File: src/pcg_regs.vh
// Purpose: register map and field constants for the clock gate and pll control block
// Assumes: apb slave, 32-bit data, one aligned word per register
// Notes:   printed offset f02e5h is not a multiple of four, so offsets are indices
`ifndef PCG_REGS_VH
`define PCG_REGS_VH

// register indices as printed, byte address is four times these
`define PCG_IDX_PER_CLK_EN     20'hf00f0
`define PCG_IDX_PLL_CTRL       20'hf02e5
// byte addresses of the two registers
`define PCG_ADDR_PER_CLK_EN    22'h3c03c0
`define PCG_ADDR_PLL_CTRL      22'h3c0b94
`define PCG_ADDR_W             22

// reset values
`define PCG_PER_CLK_EN_RST     8'h00
`define PCG_PLL_CTRL_RST       8'h00

// writable masks (reserved bits read zero)
`define PCG_PER_CLK_EN_MASK    8'hbd
`define PCG_PLL_CTRL_MASK      8'h07

// peripheral enable field positions
`define PCG_BIT_RTC            7
`define PCG_BIT_ADC            5
`define PCG_BIT_I2C            4
`define PCG_BIT_SAU1           3
`define PCG_BIT_SAU0           2
`define PCG_BIT_TAU            0

// pll control field positions
`define PCG_BIT_PREDIV         2
`define PCG_BIT_MULT           1
`define PCG_BIT_RUN            0

// pll multiplication factors before and after the final halving
`define PCG_MULT_LO            5'd12
`define PCG_MULT_HI            5'd16
`define PCG_EFF_MULT_LO        4'd6
`define PCG_EFF_MULT_HI        4'd8

// main clock source select codes
`define PCG_SRC_OSC            1'b0
`define PCG_SRC_PLL            1'b1
// highest allowed main clock source frequency in mhz
`define PCG_MAIN_MAX_MHZ       24

`endif

File: src/pcg_clock_gate.v
// Purpose: peripheral clock-enable register and pll control register with apb access
// Assumes: single clock pclk at 125 mhz, async active-low reset presetn
// Notes:   clock gating is latch-free enable style; pll is modelled by its control outputs
//
// Contract
// - 8-bit peripheral enable register, reset 00h
// - rtc enable low stops clock, blocks writes
// - enable high supplies clock, allows read/write
// - adc enable low stops clock, holds reset
// - 8-bit pll control register, reset 00h
// - predivide bit halves pll reference clock
// - multiply select picks 12 or 16
// - final stage halves pll output
// - run bit low stops pll output
// - main source osc/1..8 or pll/2..8, max 24mhz
`timescale 1ns/1ps
`include "pcg_regs.vh"

module pcg_clock_gate (
    // apb clock and reset
    input  wire        pclk,
    input  wire        presetn,
    input  wire        pcg_ce,
    // apb slave
    input  wire        psel,
    input  wire        penable,
    input  wire        pwrite,
    input  wire [31:0] paddr,
    input  wire [31:0] pwdata,
    input  wire [3:0]  pstrb,
    output wire        pready,
    output reg  [31:0] prdata,
    output wire        pslverr,
    // peripheral clock enables (glitch-free gate enables for fclk)
    output wire        rtc_clk_en,
    output wire        adc_clk_en,
    output wire        i2c_clk_en,
    output wire        sau0_clk_en,
    output wire        sau1_clk_en,
    output wire        tau_clk_en,
    // peripheral register write permission
    output wire        rtc_wr_allow,
    output wire        adc_wr_allow,
    output wire        i2c_wr_allow,
    output wire        sau0_wr_allow,
    output wire        sau1_wr_allow,
    output wire        tau_wr_allow,
    // converter held in reset, active low
    output wire        adc_rst_n,
    // pll controls
    output wire        pll_ref_div2,
    output wire [4:0]  pll_vco_mult,
    output wire [3:0]  pll_eff_mult,
    output wire        pll_run,
    output wire        pll_out_en,
    // main clock source selection from outside control
    input  wire        main_src_sel,
    input  wire [1:0]  main_div_sel,
    output wire [3:0]  main_div_ratio,
    output wire        main_div_illegal
);

    // register storage
    reg  [7:0]  per_clk_en_q;                   // peripheral clock enable register
    reg  [7:0]  per_clk_en_d;
    reg  [7:0]  pll_ctrl_q;                     // pll control register
    reg  [7:0]  pll_ctrl_d;

    // decode: apb byte address compared in full, 22 low bits matched and upper bits zero
    wire        hit_per;                        // peripheral enable selected
    wire        hit_pll;                        // pll control selected
    wire        wr_take;                        // write accepted at this edge
    wire        acc;                            // access phase

    assign acc     = psel & penable;
    assign hit_per = (paddr[`PCG_ADDR_W-1:0] == `PCG_ADDR_PER_CLK_EN) && (paddr[31:`PCG_ADDR_W] == 10'h000);
    assign hit_pll = (paddr[`PCG_ADDR_W-1:0] == `PCG_ADDR_PLL_CTRL) && (paddr[31:`PCG_ADDR_W] == 10'h000);
    assign wr_take = acc & pwrite & pcg_ce & pstrb[0];

    // zero wait states; unmapped addresses answer with an error
    assign pready  = 1'b1;
    assign pslverr = acc & ~(hit_per | hit_pll);

    // next values: only byte lane 0 carries data, reserved bits forced zero
    always @* begin
        per_clk_en_d = per_clk_en_q;
        pll_ctrl_d   = pll_ctrl_q;
        if (wr_take && hit_per) begin
            per_clk_en_d = pwdata[7:0] & `PCG_PER_CLK_EN_MASK;
        end
        if (wr_take && hit_pll) begin
            pll_ctrl_d = pwdata[7:0] & `PCG_PLL_CTRL_MASK;
        end
    end

    // register update; clock enable low freezes everything
    always @(posedge pclk or negedge presetn) begin
        if (!presetn) begin
            per_clk_en_q <= `PCG_PER_CLK_EN_RST;
            pll_ctrl_q   <= `PCG_PLL_CTRL_RST;
        end else if (pcg_ce) begin
            per_clk_en_q <= per_clk_en_d;
            pll_ctrl_q   <= pll_ctrl_d;
        end
    end

    // read data registered at the end of the setup phase; reserved bits read zero
    always @(posedge pclk or negedge presetn) begin
        if (!presetn) begin
            prdata <= 32'h0000_0000;
        end else if (pcg_ce && psel && !penable && !pwrite) begin
            if (hit_per) begin
                prdata <= {24'h000000, per_clk_en_q};
            end else if (hit_pll) begin
                prdata <= {24'h000000, pll_ctrl_q};
            end else begin
                prdata <= 32'h0000_0000;
            end
        end
    end

    // clock supply follows each enable bit
    assign rtc_clk_en  = per_clk_en_q[`PCG_BIT_RTC];
    assign adc_clk_en  = per_clk_en_q[`PCG_BIT_ADC];
    assign i2c_clk_en  = per_clk_en_q[`PCG_BIT_I2C];
    assign sau1_clk_en = per_clk_en_q[`PCG_BIT_SAU1];
    assign sau0_clk_en = per_clk_en_q[`PCG_BIT_SAU0];
    assign tau_clk_en  = per_clk_en_q[`PCG_BIT_TAU];

    // write permission: reads stay open, writes blocked while disabled
    assign rtc_wr_allow  = per_clk_en_q[`PCG_BIT_RTC];
    assign adc_wr_allow  = per_clk_en_q[`PCG_BIT_ADC];
    assign i2c_wr_allow  = per_clk_en_q[`PCG_BIT_I2C];
    assign sau1_wr_allow = per_clk_en_q[`PCG_BIT_SAU1];
    assign sau0_wr_allow = per_clk_en_q[`PCG_BIT_SAU0];
    assign tau_wr_allow  = per_clk_en_q[`PCG_BIT_TAU];

    // converter held in reset while its enable is low; rtc core keeps running
    assign adc_rst_n = per_clk_en_q[`PCG_BIT_ADC];

    // pll reference predivide and multiplier selection
    assign pll_ref_div2 = pll_ctrl_q[`PCG_BIT_PREDIV];
    assign pll_vco_mult = pll_ctrl_q[`PCG_BIT_MULT] ? `PCG_MULT_HI : `PCG_MULT_LO;
    // final halving stage gives the effective factor
    assign pll_eff_mult = pll_ctrl_q[`PCG_BIT_MULT] ? `PCG_EFF_MULT_HI : `PCG_EFF_MULT_LO;
    // run bit starts oscillation and output
    assign pll_run      = pll_ctrl_q[`PCG_BIT_RUN];
    assign pll_out_en   = pll_ctrl_q[`PCG_BIT_RUN];

    // main source divider: osc allows 1,2,4,8; pll allows 2,4,8 only
    assign main_div_ratio   = 4'h1 << main_div_sel;
    // pll/1 would exceed the main source ceiling, flagged as illegal
    assign main_div_illegal = (main_src_sel == `PCG_SRC_PLL) && (main_div_sel == 2'b00);

endmodule

File: config.mk
export PLATFORM = sky130hd
export DESIGN_NAME = pcg_clock_gate
export DESIGN_NICKNAME = d
export VERILOG_FILES = /design/src/pcg_clock_gate.v
export VERILOG_INCLUDE_DIRS = /design/src
export SDC_FILE = /design/constraint.sdc
export NUM_CORES = 1
export LEC_CHECK = 0
export ABC_AREA = 1
export ABC_CLOCK_PERIOD_IN_PS = 1050
export BUFFER_PORTS_ARGS = -buffer_cell sky130_fd_sc_hd__buf_2
export CAP_MARGIN = 40
export CORE_MARGIN = 5
export CORE_UTILIZATION = 35
export DETAILED_ROUTE_END_ITERATION = 7
export GPL_TIMING_DRIVEN = 1
export PLACE_DENSITY = 0.8
export SLEW_MARGIN = 30
export SYNTH_ARGS = -nofsm -noshare
export SYNTH_HDL_FRONTEND = slang
export SYNTH_SLANG_ARGS = --single-unit
File: constraint.sdc
create_clock -name pclk -period 1.05 [get_ports pclk]
set_input_delay 0.105 -clock pclk [delete_from_list [all_inputs] [get_ports pclk]]
set_output_delay 0.105 -clock pclk [all_outputs]
set_load 0.05 [all_outputs]
==> summary.txt <==
Timing
  – Fin Hold WS: 0.0861 ns
  – Fin. max-slew vios: 0
  – Setup WS post-layout: -0.0595 ns
  – Min cycle time layout: 1.11 ns
  – Max Fclk: 901 MHz
  – RSZ-0062 raised after global routing: true
  – Tcrit/Tclk final: 106%
  – Finish-stage setup viols: 5
  – Final Hold Viols: 0
  – Skew final: 0.000750 ns

Power and ir drop
  – Flop pwr share: 36.5%
  – Peak supply drop: 0.328 mV
  – Switch share: between 30% and 40%
  – Total power: roughly 1.7 mW
  – Power density over the cells: approximately 810 nW/um2
  – Clk pwr share: 31.1%
  – Internal power: 1.11 mW
  – Net Sw Power: 0.583 mW
  – LEAKAGE: 1.21 nW
  – Comb power frac: about a third

Die
  – Die area: 5240 um2
  – Core Footprint: between 3000 and 4000 um2
  – Die Span X: 72.4 um
  – Ports: approximately 140
  – Initial core utilization: 36.6%
  – # rows: 22
  – Die span in y: 72.4 um

Route
  – Wire length on met2: 1.94 mm
  – Drt drc: 0
  – Drt via density: 4.14
  – Metal3 WL: about 320 um
  – DR iter-0 viols: 55
  – Drt first pass iters: 4
  – Highest routed layer: met4
  – ANT nets after route: 0
  – Final wirelength: 3.71 mm
  – DR vias: 1404
  – Wl on met1: 1.40 mm
  – Routed len/inst: between 10 and 15 um

Clocking
  – Later-pin clock latency in the skew report: 0.24 ns
  – Clk root buf: clkbuf_8
  – CTS tree: yes
  – Worst-path clk slew: 0.06 ns
  – Clock buffer depth: 2
  – Clk sinks: 16
  – H-tree depth: 1
  – CTS Buf Count: 3

Global routing
  – GRT overflow: 0
  – Vias in the first global route: 1347
  – Initial antenna violation count: 0
  – First-pass GRT wire length: 5.60 mm
  – GRT Util Overall: 13.1%
  – Largest net degree at the start of global routing: 17

Yosys
  – Mapped cell area: 1360 um2
  – Mapped Cells: 203
  – Ys Warns: 0
  – Avg Cell Area, Syn: about 6.7 um2
  – Seq/Total Area, Yosys: 29.4%
  – Unique masters post-synth: 19
  – Synthesis-stage register bit count: 16

Finish
  – Total area of sequential cells: around 400 um2
  – # diodes: 0
  – Layout Nets: approximately 370
  – Finished Layout Cells: between 300 and 400
  – Layout area overhead: 52.5%
  – Area of the multi-input gates: 773 um2
  – Layout cell share with drive strength beyond 1: 48.5%
  – Filler instances: 342
  – Util after Layout: 55.9%
  – Final Cell Area: a little over 2000 um2

Place
  – RD Place Congestion: roughly 0.84
  – IO Port Bufs: 83
  – Placed instance area: 1700 um2
  – DP Wirelength: ~2.9 mm
  – Placed insts: 327

Critical path
  – Critical Path RT: between 0.9 and 1 ns
  – Setup crit start kind: input port
  – Endpoint type of the worst setup path: primary output
  – Worst setup path class: input port to primary output
  – Crit-path max FO: 5
  – CP arrival: 1.00 ns

Job
  – Max_cap viols: 0

Run status
  – Failing checks: negative setup slack
  – Status: finished with violations

Min path
  – Worst hold path class: input port to flop
## timing repair
action,in CTS,in global routing
gates resized for setup,37,46
hold buffers,1,0
hold endpoints to repair,16,0
setup buffers,6,2
pin swaps,17,20
setup endpoints to repair,6,32
## per-layer routing
layer / GRT usage (%) / vias to the layer above
li1: - / 726
met1: 16.4 / 615
met2: 23.2 / 59
met3: 1.52 / 4
met4: 4.18 / 0
met5: 0 / -
## critical path, stage by stage
cell	delay, ns
buf_6	0.09
nor2_1	0.11
nand3_1	0.13
nor2_4	0.20
nand3_2	0.11
nand2_2	0.10
nor2_4	0.04
buf_8	0.14
## stage by stage
step | setup slack [ns] | setup TNS (ns)
finish | -0.0595 | -0.147
global route | -0.116 | -0.547
floorplan | -0.256 | -1.05
CTS | -0.0505 | -0.228
detailed placement | -0.177 | -2.19
global placement | -0.168 | -1.87
## registers in the layout, summed over array words and instances, names as in the netlist
register,cells
per_clk_en_q,6
pll_ctrl_q,3
prdata,7
## synth_stat cells
cell type / number / area, um2
nand2_1: 60 / 225
nor3b_1: 1 / 7.51
nor3_4: 1 / 16.3
nand2_2: 2 / 12.5
nand4_1: 3 / 18.8
nor2_1: 32 / 120
dfrtp_1: 16 / 400
nor2_8: 1 / 20.0
o21ai_1: 3 / 15.0
buf_4: 41 / 308
buf_2: 1 / 5.00
nand4_2: 1 / 12.5
nor2_4: 2 / 22.5
nand3_1: 14 / 70.1
nand3_2: 1 / 10.0
inv_1: 19 / 71.3
nor2_2: 2 / 12.5
conb_1: 2 / 7.51
and3_1: 1 / 6.26
## power by group through the flow
stage / clock (mW) / sequential (mW) / combinational [mW]
after CTS: 0.544 / 0.617 / 0.515
final: 0.525 / 0.617 / 0.548
after global routing: 0.584 / 0.616 / 0.586
after detailed placement: 0 / 0.628 / 0.467
after floorplan: 0 / 0.628 / 0.415
after global placement: 0 / 0.628 / 0.461
## layout by cell type (no fill, tap or decap), drive strengths merged
cell type | synthesis | layout
buf | 42 | 94
nand2 | 62 | 62
nor2 | 37 | 37
conb | 2 | 29
inv | 19 | 18
dfrtp | 16 | 16
nand3 | 15 | 15
clkbuf | 0 | 8
nand4 | 4 | 4
o21ai | 3 | 3
clkinvlp | 0 | 1
nor3b | 1 | 1
nor3 | 1 | 1
and3 | 1 | 1
dlygate4sd3 | 0 | 1
## final timing paths
kind | slack (ns) | endpoint | from | cells past startpoint
worst max-delay path | -0.06 | pslverr | paddr[22] | 8
worst min-delay path | 0.09 | per_clk_en_q[4] | pwdata[4] | 3
worst max register to register | 0.10 | prdata[1] | pll_ctrl_q[1] | 5
worst min register to register | 0.47 | prdata[2] | prdata[2] | 2
max in group asynchronous | 0.46 | pll_ctrl_q[1] | presetn | 2
min in group asynchronous | 0.31 | prdata[7] | presetn | 2
## cell families (layout without fill, tap and decap cells)
logic type             Yosys count  in the layout  share of synthesized area (%)
flip-flops                      16             16                           29.4
buffers and inverters           61            122                           28.2
other                            2             29                          0.552
AO/OA/AOI/OAI                    3              3                           1.10
AND/OR/NAND/NOR                121            121                           40.7
## layout make-up
type / instances / area share, %
tap: 48 / 2.89
sequential: 16 / 19.4
multi-input combinational: 153 / 37.3
timing repair buffer: 99 / 34.2
clock buffer: 4 / 2.65
inverter: 19 / 3.62
(Power assumes the default switching activity.)
